### config.mk
export PLATFORM = sky130hd
export DESIGN_NAME = standalone_packet_output_decoder
export DESIGN_NICKNAME = d
export VERILOG_FILES = /design/src/standalone_pkg.sv /design/src/remote_output_driver.sv /design/src/standalone_packet_output_decoder.sv
export SDC_FILE = /design/constraint.sdc
export NUM_CORES = 1
export LEC_CHECK = 0
export BUFFER_PORTS_ARGS = -buffer_cell sky130_fd_sc_hd__clkbuf_2
export CAP_MARGIN = 10
export CORE_MARGIN = 10
export CORE_UTILIZATION = 38
export CTS_CLUSTER_DIAMETER = 200
export CTS_CLUSTER_SIZE = 30
export DETAILED_ROUTE_END_ITERATION = 8
export GPL_TIMING_DRIVEN = 0
export PLACE_DENSITY = 0.67
export SLEW_MARGIN = 30
export SYNTH_ARGS = -nofsm -noshare
export SYNTH_HDL_FRONTEND = slang
export SYNTH_HIERARCHICAL = 1
export SYNTH_SLANG_ARGS = --single-unit
### constraint.sdc
create_clock -name clk -period 2.8 [get_ports clk]
set_input_delay 0.28 -clock clk [delete_from_list [all_inputs] [get_ports clk]]
set_output_delay 0.28 -clock clk [all_outputs]
set_load 0.03 [all_outputs]
### src/standalone_pkg.sv
// Constants and types shared by the standalone packet decoder.
//Function
//- Mode pin sampled once after power-up; high means standalone, else processor.
//- In standalone mode configuration holds its reset default until rewritten.
//- Configuration port stays writable in standalone mode without leaving it.
//- Band pins pick band; channel pins pick channel; low two set address.
//- Extra strap input enables duty-cycled low-power receive in standalone.
//- Lowest channel pin high raises strength threshold from -103 to -97 dBm.
//- Packet is preamble, sync word, address byte, then control bytes.
//- Per output code: 00 hold, 01 low, 10 toggle, 11 high 100 ms.
//- Control byte accepted only when its inverted copy matches.
//- Sync word is the fixed value 2DD4h.
package standalone_pkg;

	// ********************************************************
	// Packet format
	// ********************************************************
	localparam logic [15:0] SYNC_WORD   = 16'h2DD4;
	localparam int          SYNC_BITS   = 16;
	localparam int          BYTE_BITS   = 8;
	localparam logic [2:0]  BIT_LAST    = 3'h7;

	// Expected address byte per low channel-pick pair.
	localparam logic [7:0]  ADDR_CH0    = 8'hD4;
	localparam logic [7:0]  ADDR_CH1    = 8'hD2;
	localparam logic [7:0]  ADDR_CH2    = 8'hB4;
	localparam logic [7:0]  ADDR_CH3    = 8'hB2;

	// ********************************************************
	// Output command codes and field layout
	// ********************************************************
	localparam logic [1:0]  CODE_HOLD   = 2'h0;
	localparam logic [1:0]  CODE_LOW    = 2'h1;
	localparam logic [1:0]  CODE_TOGGLE = 2'h2;
	localparam logic [1:0]  CODE_PULSE  = 2'h3;
	localparam int          OUT_COUNT   = 4;
	localparam int          FIELD_BITS  = 2;

	// ********************************************************
	// Timing and reset values
	// ********************************************************
	localparam int          CLK_MHZ      = 100;
	localparam int          PULSE_MS     = 100;
	localparam int          PULSE_CYCLES = PULSE_MS * 1000 * CLK_MHZ;
	localparam int          PULSE_W      = 24;
	localparam logic [15:0] CFG_DEFAULT  = 16'h0000;
	localparam logic [1:0]  BAND_RESET   = 2'h0;
	localparam logic [3:0]  CHAN_RESET   = 4'h0;

	typedef enum logic [2:0] {
		ST_HUNT = 3'b000,
		ST_ADDR = 3'b001,
		ST_DATA = 3'b011,
		ST_INV  = 3'b010,
		ST_COPY = 3'b110
	} parse_state_type;

endpackage : standalone_pkg

### src/remote_output_driver.sv
// One remote output line with its timed high pulse.
`timescale 1ns/10ps
module remote_output_driver
	import standalone_pkg::*;
#(
	parameter int PULSE_LEN = PULSE_CYCLES
) (
	input  wire logic       clk,       // System clock.
	input  wire logic       rst_n,     // Asynchronous reset, active low.
	input  wire logic       cmdValid,  // Accepted command, one cycle.
	input  wire logic [1:0] cmdCode,   // Two-bit code for this line.
	output logic            level_ff   // Output line level.
);

	logic [PULSE_W-1:0]  timer_ff;
	logic [PULSE_W-1:0]  nxt_timer;
	logic                nxt_level;

	always_comb begin
		nxt_level = level_ff;
		nxt_timer = timer_ff;
		if (timer_ff != '0) begin
			nxt_timer = timer_ff - 1'b1;
			if (timer_ff == PULSE_W'(1))
				nxt_level = 1'b0;
		end
		if (cmdValid) begin
			case (cmdCode)
				CODE_LOW: begin
					nxt_level = 1'b0;
					nxt_timer = '0;
				end
				CODE_TOGGLE: begin
					nxt_level = ~level_ff;
					nxt_timer = '0;
				end
				CODE_PULSE: begin
					nxt_level = 1'b1;
					nxt_timer = PULSE_W'(PULSE_LEN);
				end
				default: begin
				end
			endcase
		end
	end

	always_ff @(posedge clk or negedge rst_n) begin
		if (!rst_n) begin
			level_ff <= 1'b0;
			timer_ff <= '0;
		end else begin
			level_ff <= nxt_level;
			timer_ff <= nxt_timer;
		end
	end

endmodule : remote_output_driver

### src/standalone_packet_output_decoder.sv
// Standalone-mode strap capture, packet parser and output control.
`timescale 1ns/10ps
module standalone_packet_output_decoder
	import standalone_pkg::*;
#(
	parameter int PULSE_LEN = PULSE_CYCLES
) (
	input  wire logic        clk,                  // System clock, 100 MHz.
	input  wire logic        rst_n,                // Power-on reset, low.
	input  wire logic        operating_choice_pin, // Mode strap, high=alone.
	input  wire logic        lowPowerStrap,        // Duty-cycle strap.
	input  wire logic        band_pick_bit0,       // Band select bit 0.
	input  wire logic        band_pick_bit1,       // Band select bit 1.
	input  wire logic        channel_pick_bit0,    // Channel select bit 0.
	input  wire logic        channel_pick_bit1,    // Channel select bit 1.
	input  wire logic        channel_pick_bit2,    // Channel select bit 2.
	input  wire logic        channel_pick_bit3,    // Channel select bit 3.
	input  wire logic        rxBit,                // Demodulated data bit.
	input  wire logic        rxBitStrobe,          // rxBit valid, one cycle.
	input  wire logic        cfgWrite,             // Config write strobe.
	input  wire logic [15:0] cfgWord,              // Config write data.
	output logic             standaloneMode_ff,    // Standalone selected.
	output logic             modeSampled_ff,       // Mode strap captured.
	output logic [1:0]       bandSelect_ff,        // Band in use.
	output logic [3:0]       channelSelect_ff,     // Channel in use.
	output logic [7:0]       expectedAddr_ff,      // Address to match.
	output logic             strength_threshold_flag, // High threshold.
	output logic             lowPowerEnable_ff,    // Duty-cycled receive.
	output logic [15:0]      cfgValue_ff,          // Config register.
	output logic             packetAccepted_ff,    // Good packet, pulse.
	output logic             packetDiscarded_ff,   // Bad packet, pulse.
	output logic             remote_output_1,      // Output line 1.
	output logic             remote_output_2,      // Output line 2.
	output logic             remote_output_3,      // Output line 3.
	output logic             remote_output_4       // Output line 4.
);

	// ********************************************************
	// Mode strap and configuration
	// ********************************************************
	logic        nxt_sampled;
	logic        nxt_standalone;
	logic [1:0]  nxt_band;
	logic [3:0]  nxt_channel;
	logic [7:0]  nxt_addr;
	logic        nxt_threshold;
	logic        nxt_lowPower;
	logic [15:0] nxt_cfg;
	logic        threshold_ff;

	always_comb begin
		nxt_sampled    = 1'b1;
		nxt_standalone = standaloneMode_ff;
		if (!modeSampled_ff)
			nxt_standalone = operating_choice_pin;
		nxt_band      = bandSelect_ff;
		nxt_channel   = channelSelect_ff;
		nxt_addr      = expectedAddr_ff;
		nxt_threshold = 1'b0;
		nxt_lowPower  = 1'b0;
		if (standaloneMode_ff) begin
			nxt_band    = {band_pick_bit1, band_pick_bit0};
			nxt_channel = {channel_pick_bit3, channel_pick_bit2,
			               channel_pick_bit1, channel_pick_bit0};
			case ({channel_pick_bit1, channel_pick_bit0})
				2'h0:    nxt_addr = ADDR_CH0;
				2'h1:    nxt_addr = ADDR_CH1;
				2'h2:    nxt_addr = ADDR_CH2;
				default: nxt_addr = ADDR_CH3;
			endcase
			nxt_threshold = channel_pick_bit0;
			nxt_lowPower  = lowPowerStrap;
		end
		// The port keeps working whatever the mode; it never
		// touches the latched mode bit.
		nxt_cfg = cfgValue_ff;
		if (cfgWrite)
			nxt_cfg = cfgWord;
	end

	always_ff @(posedge clk or negedge rst_n) begin
		if (!rst_n) begin
			modeSampled_ff    <= 1'b0;
			standaloneMode_ff <= 1'b0;
			bandSelect_ff     <= BAND_RESET;
			channelSelect_ff  <= CHAN_RESET;
			expectedAddr_ff   <= ADDR_CH0;
			threshold_ff      <= 1'b0;
			lowPowerEnable_ff <= 1'b0;
			cfgValue_ff       <= CFG_DEFAULT;
		end else begin
			modeSampled_ff    <= nxt_sampled;
			standaloneMode_ff <= nxt_standalone;
			bandSelect_ff     <= nxt_band;
			channelSelect_ff  <= nxt_channel;
			expectedAddr_ff   <= nxt_addr;
			threshold_ff      <= nxt_threshold;
			lowPowerEnable_ff <= nxt_lowPower;
			cfgValue_ff       <= nxt_cfg;
		end
	end

	assign strength_threshold_flag = threshold_ff;

	// ********************************************************
	// Packet parser
	// ********************************************************
	parse_state_type state_ff;
	parse_state_type nxt_state;
	logic [15:0]     syncShift_ff;
	logic [15:0]     nxt_syncShift;
	logic [7:0]      byteShift_ff;
	logic [7:0]      nxt_byteShift;
	logic [2:0]      bitCount_ff;
	logic [2:0]      nxt_bitCount;
	logic [7:0]      dataByte_ff;
	logic [7:0]      nxt_dataByte;
	logic [7:0]      invByte_ff;
	logic [7:0]      nxt_invByte;
	logic [7:0]      cmdByte_ff;
	logic [7:0]      nxt_cmdByte;
	logic            nxt_accepted;
	logic            nxt_discarded;
	logic [7:0]      fullByte;
	logic            byteDone;

	always_comb begin
		nxt_state     = state_ff;
		nxt_syncShift = syncShift_ff;
		nxt_byteShift = byteShift_ff;
		nxt_bitCount  = bitCount_ff;
		nxt_dataByte  = dataByte_ff;
		nxt_invByte   = invByte_ff;
		nxt_cmdByte   = cmdByte_ff;
		nxt_accepted  = 1'b0;
		nxt_discarded = 1'b0;
		fullByte      = {byteShift_ff[6:0], rxBit};
		byteDone      = rxBitStrobe && (bitCount_ff == BIT_LAST);
		if (!standaloneMode_ff) begin
			nxt_state = ST_HUNT;
		end else if (rxBitStrobe) begin
			nxt_byteShift = fullByte;
			nxt_bitCount  = bitCount_ff + 1'b1;
			case (state_ff)
				ST_HUNT: begin
					// Preamble bits simply shift through the window.
					nxt_syncShift = {syncShift_ff[14:0], rxBit};
					nxt_bitCount  = '0;
					if ({syncShift_ff[14:0], rxBit} == SYNC_WORD) begin
						nxt_state     = ST_ADDR;
						nxt_syncShift = '0;
					end
				end
				ST_ADDR: begin
					if (byteDone) begin
						if (fullByte == expectedAddr_ff) begin
							nxt_state = ST_DATA;
						end else begin
							nxt_state     = ST_HUNT;
							nxt_discarded = 1'b1;
						end
					end
				end
				ST_DATA: begin
					if (byteDone) begin
						nxt_dataByte = fullByte;
						nxt_state    = ST_INV;
					end
				end
				ST_INV: begin
					if (byteDone) begin
						nxt_invByte = fullByte;
						nxt_state   = ST_COPY;
					end
				end
				ST_COPY: begin
					if (byteDone) begin
						nxt_state = ST_HUNT;
						if ((invByte_ff == ~dataByte_ff) &&
						    (fullByte == dataByte_ff)) begin
							nxt_cmdByte  = dataByte_ff;
							nxt_accepted = 1'b1;
						end else begin
							nxt_discarded = 1'b1;
						end
					end
				end
				default: begin
					nxt_state = ST_HUNT;
				end
			endcase
		end
	end

	always_ff @(posedge clk or negedge rst_n) begin
		if (!rst_n) begin
			state_ff           <= ST_HUNT;
			syncShift_ff       <= '0;
			byteShift_ff       <= '0;
			bitCount_ff        <= '0;
			dataByte_ff        <= '0;
			invByte_ff         <= '0;
			cmdByte_ff         <= '0;
			packetAccepted_ff  <= 1'b0;
			packetDiscarded_ff <= 1'b0;
		end else begin
			state_ff           <= nxt_state;
			syncShift_ff       <= nxt_syncShift;
			byteShift_ff       <= nxt_byteShift;
			bitCount_ff        <= nxt_bitCount;
			dataByte_ff        <= nxt_dataByte;
			invByte_ff         <= nxt_invByte;
			cmdByte_ff         <= nxt_cmdByte;
			packetAccepted_ff  <= nxt_accepted;
			packetDiscarded_ff <= nxt_discarded;
		end
	end

	// ********************************************************
	// Output lines
	// ********************************************************
	logic [OUT_COUNT-1:0] lineLevel;

	for (genvar i = 0; i < OUT_COUNT; i++) begin : gLine
		remote_output_driver #(
			.PULSE_LEN (PULSE_LEN)
		) uDriver (
			.clk      (clk),
			.rst_n    (rst_n),
			.cmdValid (packetAccepted_ff),
			.cmdCode  (cmdByte_ff[FIELD_BITS*i +: FIELD_BITS]),
			.level_ff (lineLevel[i])
		);
	end

	assign remote_output_1 = lineLevel[0];
	assign remote_output_2 = lineLevel[1];
	assign remote_output_3 = lineLevel[2];
	assign remote_output_4 = lineLevel[3];

endmodule : standalone_packet_output_decoder

== Word-level counts from Yosys, hierarchy flattened ==
Cells that the tools add are included.
Word-level totals
  register bits after elaboration: 188
  bits of input ports: 29
  output and inout bits: 40
  word-level logic and storage cells: 140
Cells by class
  add/sub/neg operators: 5
  eq/ne operators: 33
  multiplexer cells: 54
  bitwise gates (word level): 5
  reduce and logical (&&, ||, !) cells: 18
Operators with widths (count)
  24-bit 2-to-1 mux: 8
  24-bit one-hot mux with 2 select lines: 4
  24-bit by 1-bit == test with 1-bit output (second input constant): 4
  24-bit nonzero test: 4
  24-bit by 1-bit subtractor with 24-bit output (second input constant): 4
  1-bit 2-to-1 mux: 25
  8-bit == test: 3
  3-bit 2-to-1 mux: 8
  7-bit one-hot mux with 3 select lines: 1
  2-bit == test (second input constant): 9
  16-bit by 14-bit == test with 1-bit output (second input constant): 1
  15-bit 2-to-1 mux: 1
  3-bit != test (second input constant): 5
  3-bit one-hot mux with 5 select lines: 1
  1-bit one-hot mux with 3 select lines: 4
  2-bit by 1-bit == test with 1-bit output (second input constant): 5
  8-bit inverter: 1
  4-bit AND reduction: 2
  2-bit OR reduction: 4
  3-bit by 2-bit == test with 1-bit output (second input constant): 2
  3-bit == test (second input constant): 2
  6-bit AND reduction: 1
  5-bit AND reduction: 1
  1-bit inverter: 4
  other kinds (10): 11

== Depth between registers and ports, before layout ==
  depth in word-level cells: 8
  depth in mapped cells: 8

== Hierarchy ==
The synthesis kept the hierarchy.
By module, submodules not included
  remote_output_driver at gLine[0].uDriver ...: instances 3, cells each 150, area an instance 1435.1 um^2, sequential area each 625.6 um^2
  standalone_packet_output_decoder: instances 1, cells each 276, area an instance 3577.2 um^2, sequential area each 2104.5 um^2
  remote_output_driver at gLine[3].uDriver: instances 1, cells each 147, area an instance 1452.6 um^2, sequential area each 625.6 um^2

== Worst setup path after synthesis ==
No wires, ideal clock.
  kind: register to register
  start point: register gLine[0].uDriver.timer_ff[8]
  end point: register gLine[0].uDriver.timer_ff[22]
  library setup time: 78 ps
  data arrival time: 2373 ps
  path slack: 349 ps
  stages on the path, launching flop included: 7
  clock period less this slack: 2451 ps
  cell sequence: dfrtp_1 > or4_4 > or3b_1 > buf_6 > a2111o_1 > or3_1 > a21oi_1
On the way
  longest elaborated chain between the ends: 4
  elaborated cells on any way between the ends: 5
RTL lines
  from (decl): line remote_output_driver.sv:15  | logic [PULSE_W-1:0] timer_ff;
  from (signal assigned): line remote_output_driver.sv:53  | timer_ff <= nxt_timer;
  24-bit by 1-bit subtractor with 24-bit output or 24-bit nonzero test (tied branches): line remote_output_driver.sv:23, remote_output_driver.sv:22
  24-bit 2-to-1 mux *: line remote_output_driver.sv:22  | if (timer_ff != '0) begin
  24-bit one-hot mux with 2 select lines: line remote_output_driver.sv:28  | case (cmdCode)
  24-bit 2-to-1 mux *: line remote_output_driver.sv:27  | if (cmdValid) begin
  net gLine[0].uDriver.nxt_timer[22]: line remote_output_driver.sv:16  | logic [PULSE_W-1:0] nxt_timer;
The timed path passes the listed nets; every way through them passes the cells marked *.
A chain may end at the register's enable or synchronous reset.

== Final worst setup path ==
  start point: register gLine[1].uDriver.timer_ff[8]
  end point: register gLine[1].uDriver.timer_ff[19]
On the way
  longest elaborated chain between the ends: 4
  elaborated cells on any way between the ends: 5
RTL lines (line)
  from (decl): remote_output_driver.sv:15
  from (signal assigned): remote_output_driver.sv:53
  24-bit by 1-bit subtractor with 24-bit output or 24-bit nonzero test (tied branches): remote_output_driver.sv:23, remote_output_driver.sv:22
  24-bit 2-to-1 mux *: remote_output_driver.sv:22
  24-bit one-hot mux with 2 select lines: remote_output_driver.sv:28
  24-bit 2-to-1 mux *: remote_output_driver.sv:27
  net gLine[1].uDriver.nxt_timer[19]: remote_output_driver.sv:16
Marked as above.

==> metrics.txt <==
CTS tree=built; Post-Syn Area=9335 um2; Max Clock Freq=0.3755 GHz; leak pwr=0.005227 uW; width of the die=176.7 um; worst r2r src=gLine[1].uDriver/timer_ff[8]; port bufs=63; Die Ht=176.7 um; drt first pass iters=4; root buffer cell=clkbuf_16; initial core utilization=38.50%; gpl congestion=0.8476; worst-skew pair later-pin latency=0.44 ns; DRT iter0 DRCs=508; post-synth cell types=67; initial antenna violation count=0; Final Hold Vio Count=0; Die Footprint=31240 um2; Post-DP Area=10130 um2; share of cells above drive strength 1=22.85%; Synth Register Bits=184; Slew Limit Fails=0; Worst VDD drop=435.4 uV; Seq/Total Area, Yosys=49.35%; PD cells=529.4 nW/um2; # DRC=0; worst slew pin tran=0.8027 ns; I/O pins=69; Worst EP arrival=2.99 ns; Layout Area Growth over Synthesis=15.55%; Max Buffers Root-to-Sink=2; first-pass GRT wire length=34200 um; critical path type=reg2reg; pin count of the biggest net entering global routing=76; diode count=0; DR vias/cell=5.417; hold_sp=lowPowerStrap; crit path launch=gLine[1].uDriver/timer_ff[8]; vias in the first global route=6985; DRT antenna net count=0; Syn Area/Cell=10.69 um2; H-tree level count=4; asr flop ratio synth=100.0%; Layout Nets=1006; setup TNS=0 ns; fin area=10790 um2; commonest non-fill, non-tap cell in the layout=dfrtp_1; Reg2Reg Setup Slack=0.14 ns; Post-synth EDFFs=0; Core ar.=24250 um2; Final Skew=0.01414 ns; Gate Count Post-Synth=873; Layout fillers=2319; Worst slew margin=45.92%; grt ovf=0; Max Cap Viol=0; final setup fails=0; ys flop type=dfrtp_1; GRT Total Usage=12.95%; post-DP HPWL=13810 um; HP Class=in2reg; final worst path period share=95.11%; commonest cells after routing, fill and taps aside=182 x dfrtp_1, 73 x nor2_1, 62 x clkbuf_2; WL final=19870 um; startpoint type of the worst setup path=flip-flop; # clock sinks=184; Tmin final=2.663 ns; wire per inst=15.29 um; endpoint type of the worst setup path=flip-flop; required time of the critical path=3.12 ns; Worst Path Max Fanout=9; Ys Warns=6; CTS buffer count=17; via count=7042; status=completed; # rows=57; Clock transition at path regs=0.07 ns; RSZ-0062 raised after global routing=false
synthesized netlist by cell type, drive strengths merged (18+ instances only):
cell type	count	area, um2
nor3	23	120.1
or2	18	112.6
dfrtp	182	4554
nand3	32	165.2
nor2	73	274.0
or4	38	315.3
nand2	42	160.2
o311ai	18	180.2
o21ai	50	250.2
xor2	28	245.2
a21oi	27	135.1
inv	28	105.1
or3	37	232.7
mux2	52	615.6
o211ai	24	180.2
critical path, cell delays in order, from the launching register on:
cell,delay (ns)
dfrtp_1,0.45
or4_4,0.60
or3b_1,0.41
buf_6,0.16
or2_2,0.32
or2_2,0.30
o311ai_1,0.31
registers in the layout, summed over array words and instances (netlist names), 2 cells and up:
register                flops
bitCount_ff                 3
byteShift_ff                7
cfgValue_ff                16
invByte_ff                  8
cmdByte_ff                  8
gLine.uDriver/timer_ff     96
channelSelect_ff            4
expectedAddr_ff             4
dataByte_ff                 8
syncShift_ff               15
state_ff                    3
gLine.uDriver/level_ff      4
bandSelect_ff               2
kinds of logic after synthesis:
family                   Yosys count  synth area share [%]
flip-flops                       184                 49.35
multiplexers                      56                 7.023
AO/OA/AOI/OAI                    166                 12.10
XOR/XNOR                          44                 4.128
buffers and inverters             59                 3.244
AND/OR/NAND/NOR                  348                 22.20
adder cells (fa/ha/maj)           14                 1.876
other                              2               0.08045
report_power, final:
group / total [uW] / switching [uW] / internal, uW
Combinational: 479 / 281 / 199
Clock: 2260 / 1080 / 1180
Sequential: 2970 / 148 / 2820
Total: 5710 / 1510 / 4200
per-stage QoR:
step / cells / worst slack, ns / utilization [%] / power, uW / hold WS (ns)
floorplan: 876 / 0.3491 / - / 3289 / -0.01559
global placement: 1263 / -2.108 / 41.52 / 3481 / 0.4708
detailed placement: 1265 / -0.02216 / 41.78 / 3506 / 0.2599
CTS: 1298 / 0.1190 / 44.15 / 5784 / 0.05789
global route: 1300 / 0.01197 / 44.48 / 5952 / 0.06395
finish: 1300 / 0.1368 / 44.48 / 5711 / 0.06790
layer usage:
metal	share of wire, %	track usage, %	vias up
met5	0	0	-
met2	45	19.85	133
li1	-	-	3418
met3	5.6	4.096	15
met4	1.3	3.573	0
met1	48	17.28	3476
cell type report:
cell class,count,area (um2),area share (%)
Inverter,28,105.1,0.9744
Clock inverter,14,115.1,1.067
Tap cell,324,405.4,3.758
Buffer,31,197.7,1.833
Timing Repair Buffer,68,404.1,3.747
Multi-Input combinational cell,633,4513,41.84
Sequential cell,184,4607,42.71
Clock buffer,18,439.2,4.071
worst paths after layout:
| kind | cells after the start | end |
|---|---|---|
| setup / recovery | 6 | gLine[1].uDriver/timer_ff[19] |
| hold / removal | 2 | lowPowerEnable_ff |
| setup reg to reg | 6 | gLine[1].uDriver/timer_ff[19] |
| hold reg to reg | 2 | bitCount_ff[2] |
| max in group asynchronous | 3 | expectedAddr_ff[2] |
| min in group asynchronous | 2 | syncShift_ff[11] |
repair_timing:
action / 4_1_cts / 5_1_grt
pin swaps: 0 / 1
endpoints found under the hold margin: 46 / 0
resized for setup: 3 / 7
hold buffers: 1 / 0
setup endpoints to repair: 5 / 13
buffers inserted: 0 / 2
Power figures use the tool's default switching activity.
